$ cat config.mk
export PLATFORM = sky130hd
export DESIGN_NAME = psw_sysmask_ctl
export DESIGN_NICKNAME = d
export VERILOG_FILES = /design/src/psw_sysmask_pkg.sv /design/src/psw_sysmask_ctl.sv /design/src/intr_save_reg.sv
export VERILOG_INCLUDE_DIRS = /design/src
export SDC_FILE = /design/constraint.sdc
export NUM_CORES = 1
export LEC_CHECK = 0
export ABC_AREA = 1
export BUFFER_PORTS_ARGS = -buffer_cell sky130_fd_sc_hd__buf_2
export CAP_MARGIN = 20
export CORE_AREA = 2 2 276 278
export DETAILED_ROUTE_END_ITERATION = 8
export DIE_AREA = 0 0 278 280
export PLACE_DENSITY = 0.43
export SLEW_MARGIN = 15
export SYNTH_ARGS = -nofsm -noshare
export SYNTH_HDL_FRONTEND = slang
export SYNTH_HIERARCHICAL = 1
export SYNTH_SLANG_ARGS = --single-unit
export TNS_END_PERCENT = 5
$ cat constraint.sdc
create_clock -name ref_clk_in -period 1.4 [get_ports ref_clk_in]
set_clock_uncertainty 0.2 [all_clocks]
set_input_delay 0.21 -clock ref_clk_in [delete_from_list [all_inputs] [get_ports ref_clk_in]]
set_output_delay 0.21 -clock ref_clk_in [all_outputs]
set_load 0.02 [all_outputs]
$ cat src/psw_sysmask_consts.svh
`ifndef PSW_SYSMASK_CONSTS_SVH
`define PSW_SYSMASK_CONSTS_SVH
`define PSW_WIDTH 64
`define SYSMASK_HI 23
`define BIT_CAPTURE 13
`define BIT_INTR 14
`define BIT_KEYCHK 15
`define BIT_DTRANS 17
`define BIT_FPLO_DIS 18
`define BIT_FPHI_DIS 19
`define BIT_ITRANS 36
`define BIT_RSTRANS 27
`define PSW_RESET 64'h0000_0000_0000_0000
`define SYSMASK_FIELD 24'hffffff
`define FP_LO_FIRST 7'h02
`define FP_LO_LAST 7'h1f
`define FP_HI_FIRST 7'h20
`endif

$ cat src/psw_sysmask_pkg.sv
package psw_sysmask_pkg;
  typedef enum logic [1:0] {OP_NONE, OP_SET_MASK, OP_CLR_MASK, OP_MOVE_LOW} mask_op_e;
  typedef struct packed {
    logic [63:0] pointer;
    logic [63:0] status;
    logic [63:0] immediate;
    logic [63:0] frame;
  } intr_state_s;
  typedef struct packed {
    logic key_instr;
    logic key_data;
    logic key_stack;
    logic translate_data;
    logic force_defer;
  } mem_ctl_s;
endpackage : psw_sysmask_pkg

$ cat src/psw_sysmask_ctl.sv
`timescale 1ns/100ps
`include "psw_sysmask_consts.svh"
module psw_sysmask_ctl (
  input wire logic ref_clk_in,
  input wire logic sys_rst_in,
  input wire psw_sysmask_pkg::mask_op_e op_in,
  input wire logic op_privileged_in,
  input wire logic [31:0] op_data_in,
  input wire logic restore_in,
  input wire logic [63:0] restore_data_in,
  input wire logic interruption_in,
  input wire psw_sysmask_pkg::intr_state_s intr_state_in,
  input wire logic legacy_mode_in,
  input wire logic legacy_cfg_intr_flag_in,
  input wire logic legacy_flags_intr_bit_in,
  input wire logic ext_intr_pending_in,
  input wire logic nmi_pending_in,
  input wire logic spec_exc_in,
  input wire logic defer_by_ctl_in,
  input wire logic fp_access_in,
  input wire logic [6:0] fp_reg_in,
  input wire logic legacy_fp_instr_in,
  input wire logic isa_switch_branch_in,
  input wire logic instr_retire_in,
  output logic [63:0] processor_status_word_out,
  output psw_sysmask_pkg::intr_state_s saved_state_out,
  output psw_sysmask_pkg::mem_ctl_s mem_ctl_out,
  output logic ext_intr_take_out,
  output logic nmi_take_out,
  output logic spec_defer_out,
  output logic fp_disabled_fault_out
);
  logic [63:0] psw_q;
  logic [63:0] psw_d;
  logic first_legacy_q;
  logic first_legacy_d;
  logic ext_take_q;
  logic nmi_take_q;
  logic defer_q;
  logic fp_fault_q;
  psw_sysmask_pkg::mem_ctl_s mem_ctl_q;

  wire logic [63:0] mask_field = {40'h00_0000_0000, `SYSMASK_FIELD};
  wire logic [63:0] op_bits = {32'h0000_0000, op_data_in} & mask_field;
  wire logic op_ok = op_privileged_in && !interruption_in;
  wire logic do_set = op_ok && (op_in == psw_sysmask_pkg::OP_SET_MASK);
  wire logic do_clr = op_ok && (op_in == psw_sysmask_pkg::OP_CLR_MASK);
  wire logic do_move = op_ok && (op_in == psw_sysmask_pkg::OP_MOVE_LOW);
  wire logic capture_on = psw_q[`BIT_CAPTURE];
  wire logic save_load = interruption_in && capture_on;
  // Clear op is visible on the same cycle so the next instruction sees it
  wire logic intr_eff = psw_q[`BIT_INTR] && !(do_clr && op_bits[`BIT_INTR]);
  wire logic legacy_ok = !legacy_cfg_intr_flag_in || legacy_flags_intr_bit_in;
  wire logic ext_en = legacy_mode_in ? (intr_eff && legacy_ok) : intr_eff;
  wire logic key_on = psw_q[`BIT_KEYCHK];
  wire logic fp_lo_hit = fp_reg_in >= `FP_LO_FIRST && fp_reg_in <= `FP_LO_LAST;
  wire logic fp_hi_hit = fp_reg_in >= `FP_HI_FIRST;
  wire logic lo_fault = psw_q[`BIT_FPLO_DIS] && ((fp_access_in && fp_lo_hit) || legacy_fp_instr_in);
  wire logic hi_fault = psw_q[`BIT_FPHI_DIS] && ((fp_access_in && fp_hi_hit)
    || (legacy_mode_in && instr_retire_in && first_legacy_q));
  wire logic ext_take_d = ext_en && ext_intr_pending_in;
  // Native mode leaves non-maskable interrupts ungated
  wire logic nmi_take_d = legacy_mode_in ? (intr_eff && nmi_pending_in) : nmi_pending_in;
  wire logic defer_d = spec_exc_in && (!capture_on || defer_by_ctl_in);
  wire logic fp_fault_d = lo_fault || hi_fault;

  always_comb
  begin
    psw_d = psw_q;
    if (interruption_in)
      psw_d[`BIT_CAPTURE] = 1'b0;
    else if (restore_in)
      psw_d = restore_data_in;
    else if (do_set)
      psw_d = psw_q | op_bits;
    else if (do_clr)
      psw_d = psw_q & ~op_bits;
    else if (do_move)
      psw_d[31:0] = op_data_in;
  end

  // Armed by an isa switch or return, consumed by the first legacy instruction
  always_comb
  begin
    first_legacy_d = first_legacy_q;
    if (isa_switch_branch_in || restore_in)
      first_legacy_d = 1'b1;
    else if (legacy_mode_in && instr_retire_in)
      first_legacy_d = 1'b0;
  end

  intr_save_reg #(.WIDTH(64)) save_pointer (
    .ref_clk_in(ref_clk_in), .sys_rst_in(sys_rst_in), .load_in(save_load),
    .data_in(intr_state_in.pointer), .data_out(saved_state_out.pointer));
  intr_save_reg #(.WIDTH(64)) save_status (
    .ref_clk_in(ref_clk_in), .sys_rst_in(sys_rst_in), .load_in(save_load),
    .data_in(psw_q), .data_out(saved_state_out.status));
  intr_save_reg #(.WIDTH(64)) save_immediate (
    .ref_clk_in(ref_clk_in), .sys_rst_in(sys_rst_in), .load_in(save_load),
    .data_in(intr_state_in.immediate), .data_out(saved_state_out.immediate));
  intr_save_reg #(.WIDTH(64)) save_frame (
    .ref_clk_in(ref_clk_in), .sys_rst_in(sys_rst_in), .load_in(save_load),
    .data_in(intr_state_in.frame), .data_out(saved_state_out.frame));

  always_ff @(posedge ref_clk_in)
  begin
    if (sys_rst_in)
    begin
      psw_q <= `PSW_RESET;
      first_legacy_q <= 1'b0;
    end
    else
    begin
      psw_q <= psw_d;
      first_legacy_q <= first_legacy_d;
    end
  end

  always_ff @(posedge ref_clk_in)
  begin
    if (sys_rst_in)
    begin
      ext_take_q <= 1'b0;
      nmi_take_q <= 1'b0;
      defer_q <= 1'b0;
      fp_fault_q <= 1'b0;
    end
    else
    begin
      ext_take_q <= ext_take_d;
      nmi_take_q <= nmi_take_d;
      defer_q <= defer_d;
      fp_fault_q <= fp_fault_d;
    end
  end

  always_ff @(posedge ref_clk_in)
  begin
    if (sys_rst_in)
      mem_ctl_q <= '0;
    else
    begin
      mem_ctl_q.key_instr <= key_on && psw_q[`BIT_ITRANS];
      mem_ctl_q.key_data <= key_on && psw_q[`BIT_DTRANS];
      mem_ctl_q.key_stack <= key_on && psw_q[`BIT_RSTRANS];
      mem_ctl_q.translate_data <= psw_q[`BIT_DTRANS];
      mem_ctl_q.force_defer <= !capture_on;
    end
  end

  assign processor_status_word_out = psw_q;
  assign mem_ctl_out = mem_ctl_q;
  assign ext_intr_take_out = ext_take_q;
  assign nmi_take_out = nmi_take_q;
  assign spec_defer_out = defer_q;
  assign fp_disabled_fault_out = fp_fault_q;

  save_only_capture_a: assert property (@(posedge ref_clk_in) disable iff (sys_rst_in)
    (interruption_in && !capture_on) |=> $stable(saved_state_out))
    else $error("save registers changed with capture off");
  save_when_capture_a: assert property (@(posedge ref_clk_in) disable iff (sys_rst_in)
    (interruption_in && capture_on) |=> (saved_state_out.status == $past(psw_q)) && !psw_q[`BIT_CAPTURE])
    else $error("capture did not save status and clear");
  ext_intr_gate_a: assert property (@(posedge ref_clk_in) disable iff (sys_rst_in)
    (!legacy_mode_in && ext_intr_pending_in && !intr_eff) |=> !ext_intr_take_out)
    else $error("external interrupt taken while disabled");
  clr_next_instr_a: assert property (@(posedge ref_clk_in) disable iff (sys_rst_in)
    (do_clr && !restore_in && op_bits[`BIT_INTR]) |=> !ext_intr_take_out && !psw_q[`BIT_INTR])
    else $error("interrupt bit clear not immediate");
  legacy_ext_a: assert property (@(posedge ref_clk_in) disable iff (sys_rst_in)
    (legacy_mode_in && ext_intr_pending_in && intr_eff && legacy_cfg_intr_flag_in && !legacy_flags_intr_bit_in)
    |=> !ext_intr_take_out)
    else $error("legacy external interrupt not gated by flags");
  legacy_nmi_a: assert property (@(posedge ref_clk_in) disable iff (sys_rst_in)
    (legacy_mode_in && nmi_pending_in && intr_eff) |=> nmi_take_out)
    else $error("legacy nmi not taken");
  defer_no_capture_a: assert property (@(posedge ref_clk_in) disable iff (sys_rst_in)
    (spec_exc_in && !capture_on) |=> spec_defer_out)
    else $error("speculative exception not deferred");
  key_off_a: assert property (@(posedge ref_clk_in) disable iff (sys_rst_in)
    !key_on |=> !(mem_ctl_out.key_instr || mem_ctl_out.key_data || mem_ctl_out.key_stack))
    else $error("key check with key enable off");
  translate_follow_a: assert property (@(posedge ref_clk_in) disable iff (sys_rst_in)
    1'b1 |=> mem_ctl_out.translate_data == $past(psw_q[`BIT_DTRANS]))
    else $error("data translation not following control");
  lo_fault_a: assert property (@(posedge ref_clk_in) disable iff (sys_rst_in)
    (psw_q[`BIT_FPLO_DIS] && legacy_fp_instr_in) |=> fp_disabled_fault_out)
    else $error("legacy fp instruction not faulted");
  hi_fault_a: assert property (@(posedge ref_clk_in) disable iff (sys_rst_in)
    (psw_q[`BIT_FPHI_DIS] && fp_access_in && fp_reg_in >= `FP_HI_FIRST) |=> fp_disabled_fault_out)
    else $error("high bank access not faulted");
  mask_range_a: assert property (@(posedge ref_clk_in) disable iff (sys_rst_in)
    (do_set && !restore_in) |=> psw_q[63:24] == $past(psw_q[63:24]))
    else $error("mask op changed bits above 23");
  // Every output is registered, so each check looks one edge after its cause
  save_fields_a: assert property (@(posedge ref_clk_in) disable iff (sys_rst_in)
    (interruption_in && capture_on) |=> (saved_state_out.pointer == $past(intr_state_in.pointer))
    && (saved_state_out.immediate == $past(intr_state_in.immediate))
    && (saved_state_out.frame == $past(intr_state_in.frame)))
    else $error("capture did not save pointer, immediate and frame");
  capture_clear_a: assert property (@(posedge ref_clk_in) disable iff (sys_rst_in)
    interruption_in |=> !psw_q[`BIT_CAPTURE])
    else $error("interruption left capture set");
  save_idle_a: assert property (@(posedge ref_clk_in) disable iff (sys_rst_in)
    !interruption_in |=> $stable(saved_state_out))
    else $error("save registers changed without interruption");
  force_defer_a: assert property (@(posedge ref_clk_in) disable iff (sys_rst_in)
    !capture_on |=> mem_ctl_out.force_defer)
    else $error("deferral not forced with capture off");
  defer_by_ctl_a: assert property (@(posedge ref_clk_in) disable iff (sys_rst_in)
    (spec_exc_in && capture_on) |=> spec_defer_out == $past(defer_by_ctl_in))
    else $error("deferral not following control with capture on");
  native_take_a: assert property (@(posedge ref_clk_in) disable iff (sys_rst_in)
    (!legacy_mode_in && ext_intr_pending_in && intr_eff) |=> ext_intr_take_out)
    else $error("enabled external interrupt not taken");
  no_pending_a: assert property (@(posedge ref_clk_in) disable iff (sys_rst_in)
    !ext_intr_pending_in |=> !ext_intr_take_out)
    else $error("external interrupt taken with none pending");
  legacy_take_a: assert property (@(posedge ref_clk_in) disable iff (sys_rst_in)
    (legacy_mode_in && ext_intr_pending_in && intr_eff && (!legacy_cfg_intr_flag_in || legacy_flags_intr_bit_in))
    |=> ext_intr_take_out)
    else $error("legacy external interrupt not taken");
  legacy_intr_off_a: assert property (@(posedge ref_clk_in) disable iff (sys_rst_in)
    (legacy_mode_in && !intr_eff) |=> !ext_intr_take_out)
    else $error("legacy external interrupt taken with interrupt bit off");
  legacy_nmi_off_a: assert property (@(posedge ref_clk_in) disable iff (sys_rst_in)
    (legacy_mode_in && !intr_eff) |=> !nmi_take_out)
    else $error("legacy nmi taken with interrupt bit off");
  native_nmi_a: assert property (@(posedge ref_clk_in) disable iff (sys_rst_in)
    (!legacy_mode_in && nmi_pending_in) |=> nmi_take_out)
    else $error("native nmi not taken");
  key_instr_on_a: assert property (@(posedge ref_clk_in) disable iff (sys_rst_in)
    (key_on && psw_q[`BIT_ITRANS]) |=> mem_ctl_out.key_instr)
    else $error("instruction key check missing");
  key_data_on_a: assert property (@(posedge ref_clk_in) disable iff (sys_rst_in)
    (key_on && psw_q[`BIT_DTRANS]) |=> mem_ctl_out.key_data)
    else $error("data key check missing");
  key_stack_on_a: assert property (@(posedge ref_clk_in) disable iff (sys_rst_in)
    (key_on && psw_q[`BIT_RSTRANS]) |=> mem_ctl_out.key_stack)
    else $error("stack key check missing");
  key_instr_off_a: assert property (@(posedge ref_clk_in) disable iff (sys_rst_in)
    !psw_q[`BIT_ITRANS] |=> !mem_ctl_out.key_instr)
    else $error("instruction key check without translation");
  key_data_off_a: assert property (@(posedge ref_clk_in) disable iff (sys_rst_in)
    !psw_q[`BIT_DTRANS] |=> !mem_ctl_out.key_data)
    else $error("data key check without translation");
  key_stack_off_a: assert property (@(posedge ref_clk_in) disable iff (sys_rst_in)
    !psw_q[`BIT_RSTRANS] |=> !mem_ctl_out.key_stack)
    else $error("stack key check without translation");
  phys_data_a: assert property (@(posedge ref_clk_in) disable iff (sys_rst_in)
    !psw_q[`BIT_DTRANS] |=> !mem_ctl_out.translate_data)
    else $error("data translated with translation off");
  lo_bank_a: assert property (@(posedge ref_clk_in) disable iff (sys_rst_in)
    (psw_q[`BIT_FPLO_DIS] && fp_access_in && fp_reg_in >= `FP_LO_FIRST && fp_reg_in <= `FP_LO_LAST)
    |=> fp_disabled_fault_out)
    else $error("low bank access not faulted");
  first_legacy_a: assert property (@(posedge ref_clk_in) disable iff (sys_rst_in)
    (psw_q[`BIT_FPHI_DIS] && legacy_mode_in && instr_retire_in && first_legacy_q)
    |=> fp_disabled_fault_out)
    else $error("first legacy instruction not faulted");
  arm_legacy_a: assert property (@(posedge ref_clk_in) disable iff (sys_rst_in)
    (isa_switch_branch_in || restore_in) |=> first_legacy_q)
    else $error("first legacy flag not armed");
  fp_enabled_a: assert property (@(posedge ref_clk_in) disable iff (sys_rst_in)
    (!psw_q[`BIT_FPLO_DIS] && !psw_q[`BIT_FPHI_DIS]) |=> !fp_disabled_fault_out)
    else $error("fp fault with both banks enabled");
  clr_range_a: assert property (@(posedge ref_clk_in) disable iff (sys_rst_in)
    (do_clr && !restore_in) |=> psw_q[63:24] == $past(psw_q[63:24]))
    else $error("mask clear changed bits above 23");
  clr_bits_a: assert property (@(posedge ref_clk_in) disable iff (sys_rst_in)
    (do_clr && !restore_in) |=> (psw_q[23:0] & $past(op_bits[23:0])) == 24'h00_0000)
    else $error("mask clear left bits set");
  set_bits_a: assert property (@(posedge ref_clk_in) disable iff (sys_rst_in)
    (do_set && !restore_in) |=> (psw_q[23:0] & $past(op_bits[23:0])) == $past(op_bits[23:0]))
    else $error("mask set left bits clear");
  refused_op_a: assert property (@(posedge ref_clk_in) disable iff (sys_rst_in)
    (!op_privileged_in && !interruption_in && !restore_in) |=> $stable(psw_q))
    else $error("unprivileged op changed status word");
  move_low_a: assert property (@(posedge ref_clk_in) disable iff (sys_rst_in)
    (do_move && !restore_in) |=> psw_q[31:0] == $past(op_data_in))
    else $error("move to low half not applied");
  restore_word_a: assert property (@(posedge ref_clk_in) disable iff (sys_rst_in)
    (restore_in && !interruption_in) |=> psw_q == $past(restore_data_in))
    else $error("return did not restore status word");
  cover_capture_c: cover property (@(posedge ref_clk_in) interruption_in && capture_on);
  cover_clr_intr_c: cover property (@(posedge ref_clk_in) do_clr && op_bits[`BIT_INTR] && ext_intr_pending_in);
  cover_first_legacy_c: cover property (@(posedge ref_clk_in) hi_fault && first_legacy_q);
  cover_legacy_take_c: cover property (@(posedge ref_clk_in) legacy_mode_in && ext_en && ext_intr_pending_in);
  cover_restore_c: cover property (@(posedge ref_clk_in) restore_in && legacy_mode_in);
endmodule : psw_sysmask_ctl

$ cat src/intr_save_reg.sv
`timescale 1ns/100ps
// One interruption save register, loaded only when capture is allowed
module intr_save_reg #(
  parameter int WIDTH = 64
) (
  input wire logic ref_clk_in,
  input wire logic sys_rst_in,
  input wire logic load_in,
  input wire logic [WIDTH-1:0] data_in,
  output logic [WIDTH-1:0] data_out
);
  logic [WIDTH-1:0] data_q;
  always_ff @(posedge ref_clk_in)
  begin
    if (sys_rst_in)
      data_q <= '0;
    else if (load_in)
      data_q <= data_in;
  end
  assign data_out = data_q;
endmodule : intr_save_reg

-- Yosys cells after proc, flatten, opt, wreduce, memory -nomap -nowiden
Index checks and enable logic that the tools add are counted.
- bits in writable memories: 0
- output and inout port bits: 329
- register bits after elaboration: 330
- word-level logic and storage cells: 73
- bits in read-only memories: 0
- latch bits: 0
- memories kept: 0
- add/sub/neg operators: 0
- shift operators: 0
- $lt $le $gt $ge: 3
- bitwise logic cells: 4
- eq/ne operators: 3
- reduce and logical (&&, ||, !) cells: 37
- multiply operators: 0
- mux-type cells: 9
- divide/modulo/power cells: 0
- operators with widths (cell ; count):
    $mux 64 ; 2
    $mux 32 ; 3
    $and 64x64->64 ; 1
    $not 24->64 ; 1
    $or 64x24->64 ; 1
    $logic_and 1x1->1 ; 21
    $ge 7x2->1 const B ; 1
    $ge 7x6->1 const B ; 1
    $le 7x5->1 const B ; 1
    $logic_or 1x1->1 ; 6
    $eq 2x2->1 const B ; 2
    $logic_not 1->1 ; 4
    $mux 1 ; 4
    $reduce_and 2->1 ; 2
    $reduce_bool 4->1 ; 1
    $reduce_bool 3->1 ; 1
    $eq 2x1->1 const B ; 1
    $reduce_bool 2->1 ; 1
    $reduce_or 2->1 ; 1
    $not 1->1 ; 1

-- Depth between registers and ports, before layout
- word-level depth: 9
- depth in mapped cells: 10
- mapped depth without buffers: 9

-- Cells and area by module
The synthesis kept the hierarchy.
- modules (own cells, without submodules) (module ; instances ; cells an instance ; area an instance (um2) ; sequential area each (um2)):
    intr_save_reg ; 4 ; 405 ; 2666.3 ; 1281.2
    psw_sysmask_ctl ; 1 ; 617 ; 3794.9 ; 1481.4

-- Worst setup path after synthesis
Ideal clock, no wire load.
- kind: reg-to-reg
- start point: register psw_q[13], in the netlist processor_status_word_out[13]
- end point: register save_frame.data_q[26], in the netlist save_frame/data_out[26]
- setup slack: -0.142 ns
- stages on the path, launching flop included: 8
- clock period less this slack: 1.542 ns
- required time: 1.087 ns
- data arrival time: 1.229 ns
- cells stage by stage: dfxtp_1 -> nand2_1 -> inv_1 -> buf_6 -> buf_4 -> nand2_1 -> nand2_1 -> nor2_1
- longest elaborated chain between the ends: 1
- RTL lines (what ; line ; source):
    start, declared ; psw_sysmask_ctl.sv:33 ; logic [63:0] psw_q;
    start signal, assigned ; psw_sysmask_ctl.sv:109 ; psw_q <= `PSW_RESET;
    start signal, assigned ; psw_sysmask_ctl.sv:114 ; psw_q <= psw_d;
    $logic_and 1x1->1 ; psw_sysmask_ctl.sv:50 ; wire logic save_load = interruption_in && capture_on;
    net save_load ; psw_sysmask_ctl.sv:50 ;
    end signal, assigned ; intr_save_reg.sv:18 ; data_q <= data_in;
    end, declared ; intr_save_reg.sv:12 ; logic [WIDTH-1:0] data_q;
The timed path passes the listed nets, and every way through them passes these cells.
A chain may end at the register's enable or synchronous reset.

-- Worst setup path in the final report
- start point: register psw_q[13], in the netlist processor_status_word_out[13]
- end point: output processor_status_word_out[13]
- RTL lines (what ; line ; source):
    end, declared ; psw_sysmask_ctl.sv:25 ; output logic [63:0] processor_status_word_out,
No word-level cell between the ends.

==> flow_summary.toml <==
[status]
status = "finished, violations left"
violations = "setup timing"

[global_routing]
grt_pass1_vias = 16080
grt_pass1_wl_microns = 89200
overflow = 0
grt_max_degree = 46
grt.total_usage_pct = 14.38
antenna_found_initial = 2

[timing]
tightestPinTransition_ns = 0.4086
hold_violations = 0
max_freq_mhz = 648.2
slew_headroom_pct = 72.76
finalMaxSlewViolations = 0
fin_ws_ns = -0.1427
fin_hold_ws_ns = 0.02804
fin_crit_sh_pct = 110.2
finalCriticalPeriod_ns = 1.543
rsz0062_at_grt = "yes"
final-setup-viol-count = 530
fin_tns_setup_ns = -16.62

[route]
drt_iter0_markers = 637
ant_nets = 0
via_per_inst = 3.854
firstDrtPassIters = 5
dr_total_vias = 16460
wl_microns = 62300
drc = 0
wl_per_cell_microns = 14.59

[floorplanning]
fp-row-count = 101
die-height_microns = 280
start_util_pct = 19.23
die_area_sq_um = 77840
pin_count = 706
core_area_sq_um = 75190
die_w_microns = 278

[synthesis]
synth.area.top_cells = "dfxtp_1 46%, nand2_1 17%, nor2_1 16%, inv_1 9.4%, buf_6 3.8%"
synth_commonest_cells = "667 x nand2_1, 600 x nor2_1, 361 x inv_1, 330 x dfxtp_1, 80 x nand3_1"
synth.most_common_cell = "nand2_1"
syn-num-nets = 2614
ys_seq_elements = 330
ys_seq_area_share_pct = 45.69
netlist_area_sq_um = 14460
yosys.area.top_type = "dfxtp_1"
synth-edff-count = 0
ys_warn_count = 6
yosysUniqueCellTypes = 24
synth-async-reset-ratio_pct = 0
synth_cells = 2237
avgSynthCellArea_sq_um = 6.464
ys.flop_type = "dfxtp_1"
synth.top_cell.area_share_pct = 45.69

[cts]
root_buffer = "clkbuf_16"
numClockSinks = 330
clk-insertion-delay-late_ns = 0.56
numCtsBuffers = 42
clk_pin_slew_ns = 0.06
clk_path_buf_depth = 3
cts_max_level = 2
cts_tree = "yes"

[pwr]
peakVddDrop_uv = 764.4
p_total_mw = 25.89
power.leakage_nw = 13.44
internal-power_mw = 18.73
power_frac_seq_pct = 39.6
powerDensity_nw_per_um2 = 963.6
power.net_switching_mw = 7.159
p_sw_share_pct = 27.65
p_clk_share_pct = 41.2
p_comb_share_pct = 19.2

[setup_path]
arrival_ns = 1.13
critPathMostFrequentCell = "buf_6"
crit_fanout = 2
startpoint_type = "flip-flop"
endpoint_kind = "output port"
slowest_stage = "dfxtp_2"
path_class = "flip-flop to output port"
path_delay_family = "flip-flops"
critPathBufInv = 2
max_stage_delay_ns = 0.36
required_ns = 0.99
cp_cell_sequence = "buf_6 > buf_6"

[final_layout]
seq_area_sq_um = 7079
fillers = 7991
nets = 3640
multiInputGateArea_sq_um = 5612
synthToLayoutAreaGrowth_pct = 85.79
drive_above_1_share_pct = 36.15
fin_util_pct = 35.73

[place]
gp_congestion = 0.8187
portBuffers = 640
dpl.hpwl_microns = 41540

[flow_run]
cap_violations = 0

[worst_hold_path]
min_path_type = "primary input to flip-flop"
-- final timing paths --
path              slack [ns]  depth (start not counted)                             to                          start
hold reg to reg         0.27                          2    save_immediate/data_out[29]    save_immediate/data_out[29]
setup / recovery       -0.14                          2  processor_status_word_out[13]  processor_status_word_out[13]
hold / removal          0.03                          7          fp_disabled_fault_out                   fp_reg_in[4]
setup reg to reg       -0.10                          7       save_status/data_out[25]  processor_status_word_out[13]
-- worst register-to-register path, delay by kind of cell (launching register included) --
family                 cells  cell delay, ns
buffers and inverters      3            0.50
DFF                        1            0.36
and+or+nand+nor            4            0.33
-- kinds of logic after synthesis --
family	share of synthesized area (%)
AO/OA/AOI/OAI	2.501
AND/OR/NAND/NOR	36.14
buffers and inverters	15.61
flip-flops	45.69
XOR/XNOR	0.06058
-- per-stage QoR --
step | instances | worst slack (ns) | area, sq um
2_1_floorplan | 2237 | -0.03617 | 14460
3_3_place_gp | 3843 | -0.2112 | 19140
3_5_place_dp | 3843 | -0.2442 | 19140
4_1_cts | 4249 | -0.1814 | 25710
5_1_grt | 4270 | -0.2026 | 26860
6_report | 4271 | -0.1427 | 26870
-- power by group through the flow --
stage	clock (mW)	sequential [mW]	combinational (mW)
2_1_floorplan	0	10.8	1.45
3_3_place_gp	0	10.3	3.53
3_5_place_dp	0	10.3	3.52
4_1_cts	11.1	10.2	4.74
5_1_grt	11.5	10.3	5.41
6_report	10.7	10.3	4.96
-- layer usage --
metal | routed length [microns] | global-route usage [%]
met4 | 2098 | 5.184
met3 | 4240 | 4.447
met5 | 13 | 0
met1 | 25800 | 16.29
met2 | 30140 | 25.38
-- repair_timing --
action                     CTS  global route
hold buffers               309             1
setup endpoints to repair  580           588
setup buffers               25             0
hold endpoints to repair   263             1
cloned                       0            20
resized for setup          783           255
-- final cells by class --
class                   instances  area share [%]
repair buffers               1095           37.96
flip-flops and latches        330           26.35
multi-input cells            1425           20.89
inverters                     368           5.211
clock buffers                  59           4.564
well taps                     978           4.555
clock inverters                14          0.4191
repair inverters                1         0.04191
diodes                          1        0.009314
-- placed cells by master (no fill, tap or decap), types with 2 or more instances in the layout --
cell              n
clkbuf_8          9
nor3_1            2
buf_12           21
inv_2             7
dfxtp_4          29
buf_8             5
dlygate4sd3_1   308
buf_16            7
o21ai_0          47
buf_2           312
nand2_4           2
buf_4            89
a21oi_1           9
nand3_1          80
dfxtp_1          10
nor2_2            2
nand2_1         665
clkbuf_1          7
inv_6             3
inv_1           359
nor2_1          600
dlymetal6s4s_1    2
clkbuf_16        59
buf_6           335
dfxtp_2         291
o21ai_1          10
clkinv_2          8
-- sequential cells by signal, indices dropped and copies added, names as in the netlist --
name                       flops
processor_status_word_out     64
save_frame/data_out           64
save_immediate/data_out       64
save_pointer/data_out         64
save_status/data_out          64
mem_ctl_out                    5
ext_intr_take_out              1
first_legacy_q                 1
fp_disabled_fault_out          1
nmi_take_out                   1
spec_defer_out                 1
Note: power is estimated with default switching activity, not from simulation.
